`src/wake_params.svh`:
```
// How it works
// - Each pin configurable as high or low level wake
// - Participating pin matches combine by AND
// - Exit freeze when all participating pins match, or on a change or alarm wake
// - Pattern present blocks freeze entry, stays active
// - Retain mode, if set before the freeze request write, keeps SRAM contents through freeze
// - Sleep mode lets SRAM contents be lost
// - Change-mode pin wakes on any transition
// - Single-shot alarm raises interrupt and wakes
`ifndef WAKE_PARAMS_SVH
`define WAKE_PARAMS_SVH
`define ADDR_CTRL 12'h000
`define ADDR_STATUS 12'h004
`define ADDR_SIG_EN 12'h008
`define ADDR_SIG_LVL 12'h00c
`define ADDR_CHG_EN 12'h010
`define ADDR_ALARM 12'h014
`define ADDR_COUNT 12'h018
`define ADDR_IRQ_STAT 12'h01c
`define ADDR_IRQ_MASK 12'h020
`define CTRL_FREEZE_REQ 0
`define CTRL_RETAIN 1
`define CTRL_ALARM_ARM 2
`define IRQ_SIG 0
`define IRQ_CHG 1
`define IRQ_ALARM 2
`define IRQ_BITS 3
`define ALARM_RESET 32'hffffffff
`define CTRL_RESET 3'h2
`define SRAM_BASE_ADDR 12'h400
`define SLEEP_FILL 32'hdeadbeef
`endif

```
`src/wake_pkg.sv`:
```
`default_nettype none
package wake_pkg;
  typedef enum logic [1:0] {
    st_active = 2'b01,
    st_freeze = 2'b10
  } pstate_type;
  typedef struct packed {
    logic [31:0] sig_en;
    logic [31:0] sig_lvl;
    logic [31:0] chg_en;
  } wake_cfg_type;
endpackage : wake_pkg
`default_nettype wire
```
`src/freeze_mode_wake_matcher.sv`:
```
`timescale 1ns/10ps
`default_nettype none
`include "wake_params.svh"
module freeze_mode_wake_matcher #(
  parameter int NPINS = 4,
  parameter int SRAM_WORDS = 16
) (
  input wire logic clk, // 40 MHz always-on clock
  input wire logic srst, // Sync reset, active high
  input wire logic ce, // Clock enable
  input wire logic psel, // APB select
  input wire logic penable, // APB enable
  input wire logic pwrite, // APB write
  input wire logic [11:0] paddr, // APB address
  input wire logic [31:0] pwdata, // APB write data
  output logic [31:0] prdata, // APB read data
  output logic pready, // APB ready
  output logic pslverr, // APB error
  input wire logic [NPINS-1:0] wake_pins, // Async wake pins
  output logic frozen, // High while in freeze
  output logic irq // Level interrupt
);
  // ==========================================
  // Elaboration checks
  if (NPINS < 1 || NPINS > 32)
  begin : gen_bad_npins
    $error("NPINS out of range");
  end
  if (SRAM_WORDS < 1 || SRAM_WORDS > 256)
  begin : gen_bad_sram_words
    $error("SRAM_WORDS out of range");
  end
  localparam int SADDR_W = (SRAM_WORDS > 1) ? $clog2(SRAM_WORDS) : 1;
  localparam logic [11:0] SRAM_BASE = `SRAM_BASE_ADDR;

  // ==========================================
  // Pin synchroniser and edge tracking
  logic [NPINS-1:0] sync1_reg, sync2_reg, prev_reg;
  always_ff @(posedge clk)
  begin
    if (srst)
    begin
      sync1_reg <= '0;
      sync2_reg <= '0;
      prev_reg <= '0;
    end
    else if (ce)
    begin
      sync1_reg <= wake_pins;
      sync2_reg <= sync1_reg;
      prev_reg <= sync2_reg;
    end
  end

  // ==========================================
  // Registers and state
  wake_pkg::wake_cfg_type cfg_reg;
  wake_pkg::pstate_type state_reg, state_next;
  logic [2:0] ctrl_reg;
  logic [31:0] alarm_reg, count_reg;
  logic [`IRQ_BITS-1:0] irq_stat_reg, irq_mask_reg;
  logic [31:0] prdata_reg;
  logic [31:0] sram [SRAM_WORDS];

  wire wr_en = psel && penable && pwrite;
  wire rd_en = psel && penable && !pwrite;
  wire in_freeze = (state_reg == wake_pkg::st_freeze);
  wire sram_hit = (paddr >= SRAM_BASE) && (paddr < SRAM_BASE + 12'(SRAM_WORDS * 4));
  wire [SADDR_W-1:0] sram_idx = SADDR_W'((paddr - SRAM_BASE) >> 2);
  wire [NPINS-1:0] en_n = cfg_reg.sig_en[NPINS-1:0];
  wire [NPINS-1:0] lvl_n = cfg_reg.sig_lvl[NPINS-1:0];
  wire [NPINS-1:0] chg_n = cfg_reg.chg_en[NPINS-1:0];
  // per-pin target level (1 = wake on high, 0 = wake on low)
  wire [NPINS-1:0] pin_match = ~(sync2_reg ^ lvl_n) | ~en_n;
  wire sig_hit = (|en_n) && (&pin_match);
  wire chg_hit = |((sync2_reg ^ prev_reg) & chg_n);
  wire alarm_hit = ctrl_reg[`CTRL_ALARM_ARM] && (count_reg == alarm_reg);
  wire wake_evt = sig_hit || chg_hit || alarm_hit;
  wire freeze_req = wr_en && (paddr == `ADDR_CTRL) && pwdata[`CTRL_FREEZE_REQ];
  wire [`IRQ_BITS-1:0] evt_vec = {alarm_hit, chg_hit, sig_hit};
  wire addr_ok = sram_hit || (paddr <= `ADDR_IRQ_MASK && paddr[1:0] == 2'b00);

  // ==========================================
  // Power state machine
  always_comb
  begin
    state_next = state_reg;
    case (state_reg)
      wake_pkg::st_active:
        // pattern present cancels the freeze attempt
        if (freeze_req && !wake_evt)
          state_next = wake_pkg::st_freeze;
      wake_pkg::st_freeze:
        // leave only on full match or other wake source
        if (wake_evt)
          state_next = wake_pkg::st_active;
      default:
        state_next = wake_pkg::st_active;
    endcase
  end

  always_ff @(posedge clk)
  begin
    if (srst)
      state_reg <= wake_pkg::st_active;
    else if (ce)
      state_reg <= state_next;
  end

  // ==========================================
  // Register writes
  always_ff @(posedge clk)
  begin
    if (srst)
    begin
      cfg_reg <= '0;
      ctrl_reg <= `CTRL_RESET;
      alarm_reg <= `ALARM_RESET;
      irq_mask_reg <= '0;
    end
    else if (ce)
    begin
      if (wr_en && !in_freeze)
      begin
        case (paddr)
          `ADDR_CTRL: ctrl_reg[2:1] <= pwdata[2:1];
          `ADDR_SIG_EN: cfg_reg.sig_en <= pwdata;
          `ADDR_SIG_LVL: cfg_reg.sig_lvl <= pwdata;
          `ADDR_CHG_EN: cfg_reg.chg_en <= pwdata;
          `ADDR_ALARM: alarm_reg <= pwdata;
          `ADDR_IRQ_MASK: irq_mask_reg <= pwdata[`IRQ_BITS-1:0];
          default: ;
        endcase
      end
      if (alarm_hit)
        ctrl_reg[`CTRL_ALARM_ARM] <= 1'b0;
    end
  end

  // Counter restarts on alarm write so software sets a relative delay
  always_ff @(posedge clk)
  begin
    if (srst)
      count_reg <= '0;
    else if (ce)
    begin
      if (wr_en && !in_freeze && paddr == `ADDR_ALARM)
        count_reg <= '0;
      else if (ctrl_reg[`CTRL_ALARM_ARM])
        count_reg <= count_reg + 32'h1;
    end
  end

  // Sticky events: set wins over write-one-clear
  always_ff @(posedge clk)
  begin
    if (srst)
      irq_stat_reg <= '0;
    else if (ce)
    begin
      if (wr_en && paddr == `ADDR_IRQ_STAT)
        irq_stat_reg <= (irq_stat_reg & ~pwdata[`IRQ_BITS-1:0]) | evt_vec;
      else
        irq_stat_reg <= irq_stat_reg | evt_vec;
    end
  end

  // ==========================================
  // Fabric SRAM
  always_ff @(posedge clk)
  begin
    if (ce)
    begin
      if (wr_en && sram_hit && !in_freeze)
        sram[sram_idx] <= pwdata;
      // sleep mode overwrites the one addressed word with SLEEP_FILL on freeze entry
      else if (!ctrl_reg[`CTRL_RETAIN] && state_next == wake_pkg::st_freeze && !in_freeze)
        sram[sram_idx] <= `SLEEP_FILL;
    end
  end

  // ==========================================
  // Read data
  wire [31:0] status_word = {30'h0, ctrl_reg[`CTRL_RETAIN], in_freeze};
  wire [31:0] rd_mux =
    sram_hit ? sram[sram_idx] :
    (paddr == `ADDR_CTRL) ? {29'h0, ctrl_reg} :
    (paddr == `ADDR_STATUS) ? status_word :
    (paddr == `ADDR_SIG_EN) ? cfg_reg.sig_en :
    (paddr == `ADDR_SIG_LVL) ? cfg_reg.sig_lvl :
    (paddr == `ADDR_CHG_EN) ? cfg_reg.chg_en :
    (paddr == `ADDR_ALARM) ? alarm_reg :
    (paddr == `ADDR_COUNT) ? count_reg :
    (paddr == `ADDR_IRQ_STAT) ? {29'h0, irq_stat_reg} :
    (paddr == `ADDR_IRQ_MASK) ? {29'h0, irq_mask_reg} : 32'h0;

  always_ff @(posedge clk)
  begin
    if (srst)
      prdata_reg <= '0;
    else if (ce && psel && !penable && !pwrite)
      prdata_reg <= rd_mux;
  end

  assign prdata = prdata_reg;
  assign pready = 1'b1;
  assign pslverr = psel && penable && !addr_ok;
  assign frozen = in_freeze;
  assign irq = |(irq_stat_reg & irq_mask_reg);

  // ==========================================
  // Checks
  chk_read_ready: assert property (@(posedge clk) disable iff (srst) rd_en |-> pready)
    else $error("pready low on read");
  chk_sig_wake_exit: assert property (
    @(posedge clk) disable iff (srst) (ce && in_freeze && sig_hit) |=> !frozen)
    else $error("signature match did not wake");
  chk_pattern_blocks: assert property (
    @(posedge clk) disable iff (srst) (ce && !in_freeze && sig_hit) |=> !frozen)
    else $error("froze with pattern present");
  chk_and_combine: assert property (
    @(posedge clk) disable iff (srst) sig_hit |-> ((sync2_reg & en_n) == (lvl_n & en_n)))
    else $error("partial match woke");
  chk_chg_wake: assert property (
    @(posedge clk) disable iff (srst) (ce && in_freeze && chg_hit) |=> !frozen)
    else $error("change did not wake");
  chk_alarm_irq: assert property (
    @(posedge clk) disable iff (srst) (ce && alarm_hit) |=> irq_stat_reg[`IRQ_ALARM] && !frozen)
    else $error("alarm no irq or wake");
  chk_alarm_once: assert property (
    @(posedge clk) disable iff (srst) (ce && alarm_hit) |=> !ctrl_reg[`CTRL_ALARM_ARM])
    else $error("alarm not single shot");
  chk_cfg_static: assert property (
    @(posedge clk) disable iff (srst) in_freeze && $past(in_freeze) |-> $stable(cfg_reg))
    else $error("config changed in freeze");
  chk_pin_sync: assert property (
    @(posedge clk) disable iff (srst) ce && $past(ce) |-> sync2_reg == $past(sync1_reg))
    else $error("sync chain broken");
  chk_freeze_entry: assert property (
    @(posedge clk) disable iff (srst) (ce && freeze_req && !in_freeze && !wake_evt) |=> frozen)
    else $error("freeze not entered");
  chk_stay_frozen: assert property (
    @(posedge clk) disable iff (srst) (ce && in_freeze && !wake_evt) |=> frozen)
    else $error("left freeze without wake");
  chk_sig_sticky: assert property (
    @(posedge clk) disable iff (srst) (ce && sig_hit) |=> irq_stat_reg[`IRQ_SIG])
    else $error("signature flag not set");
  chk_chg_sticky: assert property (
    @(posedge clk) disable iff (srst) (ce && chg_hit) |=> irq_stat_reg[`IRQ_CHG])
    else $error("change flag not set");
  chk_w1c_clear: assert property (
    @(posedge clk) disable iff (srst)
    (ce && wr_en && paddr == `ADDR_IRQ_STAT && pwdata[`IRQ_CHG] && !chg_hit) |=> !irq_stat_reg[`IRQ_CHG])
    else $error("change flag not cleared");
  chk_ce_hold: assert property (
    @(posedge clk) disable iff (srst) !ce |=> $stable(state_reg) && $stable(irq_stat_reg) && $stable(cfg_reg))
    else $error("state moved with clock enable low");
  chk_count_hold: assert property (
    @(posedge clk) disable iff (srst)
    (ce && !ctrl_reg[`CTRL_ALARM_ARM] && !(wr_en && !in_freeze && paddr == `ADDR_ALARM)) |=> $stable(count_reg))
    else $error("counter ran while disarmed");
  chk_prev_follow: assert property (
    @(posedge clk) disable iff (srst) ce |=> prev_reg == $past(sync2_reg))
    else $error("edge history lost");
  chk_cfg_write: assert property (
    @(posedge clk) disable iff (srst) (ce && !in_freeze && wr_en && paddr == `ADDR_SIG_EN) |=> cfg_reg.sig_en == $past(pwdata))
    else $error("enable write lost");
  chk_retain_frozen: assert property (
    @(posedge clk) disable iff (srst) (ce && in_freeze) |=> $stable(ctrl_reg[`CTRL_RETAIN]))
    else $error("retain setting changed in freeze");
  chk_sleep_entry: assert property (
    @(posedge clk) disable iff (srst)
    (ce && freeze_req && !in_freeze && !wake_evt && !ctrl_reg[`CTRL_RETAIN]) |=> frozen)
    else $error("sleep mode freeze not entered");
  chk_irq_level: assert property (
    @(posedge clk) disable iff (srst) (|(irq_stat_reg & irq_mask_reg)) |-> irq)
    else $error("interrupt low with flag set");
  chk_unmapped_err: assert property (
    @(posedge clk) disable iff (srst) (psel && penable && !addr_ok) |-> pslverr)
    else $error("no error on unmapped access");
  chk_alarm_count: assert property (
    @(posedge clk) disable iff (srst)
    (ce && ctrl_reg[`CTRL_ALARM_ARM] && !(wr_en && !in_freeze && paddr == `ADDR_ALARM)) |=> count_reg == $past(count_reg) + 32'h1)
    else $error("armed counter stalled");
  chk_alarm_restart: assert property (
    @(posedge clk) disable iff (srst) (ce && wr_en && !in_freeze && paddr == `ADDR_ALARM) |=> count_reg == 32'h0)
    else $error("counter not restarted");
endmodule : freeze_mode_wake_matcher
`default_nettype wire

```
`config.mk`:
```
export PLATFORM = sky130hd
export DESIGN_NAME = freeze_mode_wake_matcher
export DESIGN_NICKNAME = d
export VERILOG_FILES = /design/src/wake_pkg.sv /design/src/freeze_mode_wake_matcher.sv
export VERILOG_INCLUDE_DIRS = /design/src
export SDC_FILE = /design/constraint.sdc
export NUM_CORES = 1
export LEC_CHECK = 0
export CAP_MARGIN = 5
export CORE_UTILIZATION = 43
export DETAILED_ROUTE_END_ITERATION = 16
export DONT_BUFFER_PORTS = 1
export PLACE_DENSITY = 0.66
export SLEW_MARGIN = 15
export SYNTH_ARGS = -nofsm -noshare
export SYNTH_HDL_FRONTEND = slang
export SYNTH_SLANG_ARGS = --single-unit
```
`constraint.sdc`:
```
create_clock -name clk -period 5.01 [get_ports clk]
set_clock_uncertainty 0.2 [all_clocks]
set_input_delay 0.501 -clock clk [delete_from_list [all_inputs] [get_ports clk]]
set_output_delay 0.501 -clock clk [all_outputs]
set_load 0.03 [all_outputs]
```
==> results.json <==
{
  "synth_common_cells": "512 x edfxtp_1, 303 x nand2_1, 214 x dfxtp_1, 160 x mux4_2, 154 x a21oi_1",
  "yosysMostFrequentCell": "edfxtp_1",
  "dr_wl_met3_um": 7386,
  "numClockSinks": 726,
  "max_freq_mhz": 253.1,
  "io_buffers": 0,
  "synth_cell_types": 70,
  "setup_violations": 0,
  "placedCellCount": 2792,
  "crit_type": "flop to flop",
  "fp.dieH_um": 263.3,
  "synth_edf_count": 512,
  "clk_path_buf_depth": 3,
  "finalNetCount": 2092,
  "worstSkewPairLatency_ns": 0.62,
  "final_hold_viol_count": 0,
  "crit_start": "count_reg[9]",
  "pwr-share-comb_pct": 3.2,
  "drc": 0,
  "synth_cells": 2018,
  "async_reset_ff_share_pct": 0,
  "worstPathArrival_ns": 4.09,
  "track_usage_pct": 22.15,
  "cts_tree": "built",
  "total_power_mw": 12.33,
  "fin_crit_ns": 3.951,
  "p_int_mw": 9.783,
  "tightest_slew_ns": 1.032,
  "synth_top_area_share_pct": 52.36,
  "routabilityCongestion": 0.8788,
  "syn2layout_area_growth_pct": 13.25,
  "hp-class": "input pin to flop",
  "cap_violations": 0,
  "dp_hpwl_um": 43530,
  "r2r-end": "sram[11][17]",
  "pwr-share-seq_pct": 52.3,
  "root_buffer": "clkbuf_16",
  "finalCritPeriodShare_pct": 78.86,
  "dr_wl_met2_um": 36030,
  "yosysSeqAreaShare_pct": 66.95,
  "drt-total-wl_um": 76590,
  "ys_ff_latch": 726,
  "reg2reg_depth": 9,
  "clkTransAtPathRegs_ns": 0.06,
  "gr-total-overflow": 0,
  "dieArea_mm2": 0.06933,
  "initial_utilization_pct": 43.57,
  "synth_area_mm2": 0.02936,
  "path_cells": "xor2_1 > nor4_1 > nand3_1 > or3_1 > nand2_1 > a21oi_2 > o211ai_4 > buf_4 > and2_1",
  "peakVddDrop_mv": 0.2210,
  "holdWs_ns": 0.04219,
  "p_switching_mw": 2.546,
  "dr.max_layer_used": "met5",
  "critPathTopFamily": "simple AND/OR/NAND/NOR gates",
  "num_rows": 95,
  "start_kind": "flop",
  "slowest_delay_ns": 0.63,
  "cts.htree.levels": 3,
  "drt_first_pass_iters": 8,
  "p_leak_nw": 10.64,
  "run_status": "finished clean",
  "first_global_vias": 17760,
  "rsz0062_at_grt": "no",
  "drt_iter0_markers": 2276,
  "core_area_mm2": 0.06740,
  "ys_top_cells_by_area": "edfxtp_1 52%, dfxtp_1 15%, mux4_2 12%",
  "switching_share_pct": 20.65,
  "stdcell_count": 2974,
  "cp_slowest_cell": "o211ai_4",
  "setup_tns_ns": 0,
  "die_w_um": 263.3,
  "post_drt_wl_per_cell_um": 25.75,
  "grt_pass1_wl_um": 114100,
  "ff2ff_setup_slack_ns": 1.06,
  "io-pin-count": 90,
  "yosys.area.top_type": "edfxtp_1",
  "critPathBufInv": 1,
  "avgSynthCellArea_um2": 14.55,
  "largest_reg_flops": 512,
  "clkPwrFrac_pct": 44.4,
  "yosysWarnings": 0,
  "placed_area_mm2": 0.03041,
  "grt_max_degree": 196,
  "worst-path-stages": 9,
  "synth_fp_nets": 2075,
  "via_per_inst": 6.016,
  "post-cts-setup-buffers": 0,
  "fin_util_pct": 49.34,
  "p_per_area_mw_per_mm2": 370.8,
  "cts_made_buffers": 75,
  "r2r_start": "count_reg[9]",
  "nFillCells": 5552,
  "vias": 17890,
  "drive_gt1_share_pct": 16.67,
  "postRouteAntennaNets": 0,
  "fin_area_mm2": 0.03325,
  "drt-met1-wl_um": 30580,
  "synth_top_flop_cell": "edfxtp_1",
  "worstPathMaxFanout": 20,
  "drv_slew": 0,
  "cts_resized": 0,
  "worst_slack_ns": 1.059,
  "pre_cts_ws_ns": 0.9954,
  "cp-end-kind": "flop",
  "cp-endpoint": "sram[11][17]",
  "grt_antenna_before_repair": 21,
  "maxSlewHeadroom_pct": 30.77,
  "worst_ep_required_time_ns": 5.15
}
## cell type report
type	instances	area, µm²	share of cell area [%]
sequential	726	19660	59.12
multi-input combinational	1136	9286	27.93
clock buffer	99	2061	6.197
tap	873	1092	3.285
timing repair buffer	81	733.2	2.205
clock inverter	37	347.8	1.046
inverter	15	56.30	0.1693
antenna	7	17.52	0.05268
## kinds of logic after synthesis
group,count (synthesis),share of synthesized area (%)
flip-flops,726,66.95
AND/OR/NAND/NOR,616,9.852
AO/OA/AOI/OAI,285,6.307
multiplexers,173,12.72
buffers and inverters,156,2.301
XOR/XNOR,58,1.730
adder cells (fa/ha/maj),3,0.1279
other,1,0.01277
## per-layer routing
| metal | track usage [%] | vias up |
|---|---|---|
| met1 | 29.95 | 9091 |
| met3 | 5.940 | 183 |
| met2 | 34.63 | 845 |
| met4 | 7.602 | 24 |
| li1 | - | 7749 |
| met5 | 0 | - |
## placed cells by master, fill, tap and decap left out, types with 7 or more instances in the layout
cell type and n:
edfxtp_1 512, nand2_1 302, dfxtp_1 214, mux4_2 160
a21oi_1 150, nor2_1 91, clkbuf_16 78, xor2_1 52
buf_4 42, nor3_1 39, dlygate4sd3_1 37, and3_1 34
a22oi_1 33, nand3b_1 32, a222oi_1 31, nand2b_1 30
nand3_1 19, clkbuf_1 18, o21ai_0 17, inv_1 15
mux2i_1 13, nor4_1 12, and2_1 12, nand4_1 12
clkinv_1 12, clkinv_2 11, a211oi_4 8, diode_2 7
## power by group through the flow
stage                     Clock (mW)  Combinational (mW)  Sequential, mW
after floorplan                    0               0.324            6.58
after global placement             0               0.309            6.58
after detailed placement           0               0.320            6.58
after CTS                       5.58               0.395            6.45
after global routing            5.78               0.424            6.45
final                           5.48               0.397            6.45
## timing repair
item / 4_1_cts / 5_1_grt
hold buffers: 39 / 0
endpoints found under the setup margin: 0 / 0
hold endpoints to repair: 197 / 0
## worst min-delay path, cell delays in order
cell	delay, ns
buf_12	0.15
nand2_1	0.09
a21oi_1	0.06
## how the worst min path moves through the flow
stage	startpoint	to	slack (ns)	depth (start not counted)
after floorplan	cfg_reg[68]	cfg_reg[68]	0.24	2
after global placement	cfg_reg[81]	cfg_reg[81]	0.24	2
after detailed placement	cfg_reg[71]	cfg_reg[71]	0.24	2
after CTS	ce	irq_stat_reg[2]	0.01	3
after global routing	ce	sync2_reg[2]	0.05	3
final	ce	irq_stat_reg[2]	0.04	3
Power figures use the tool's default switching activity.
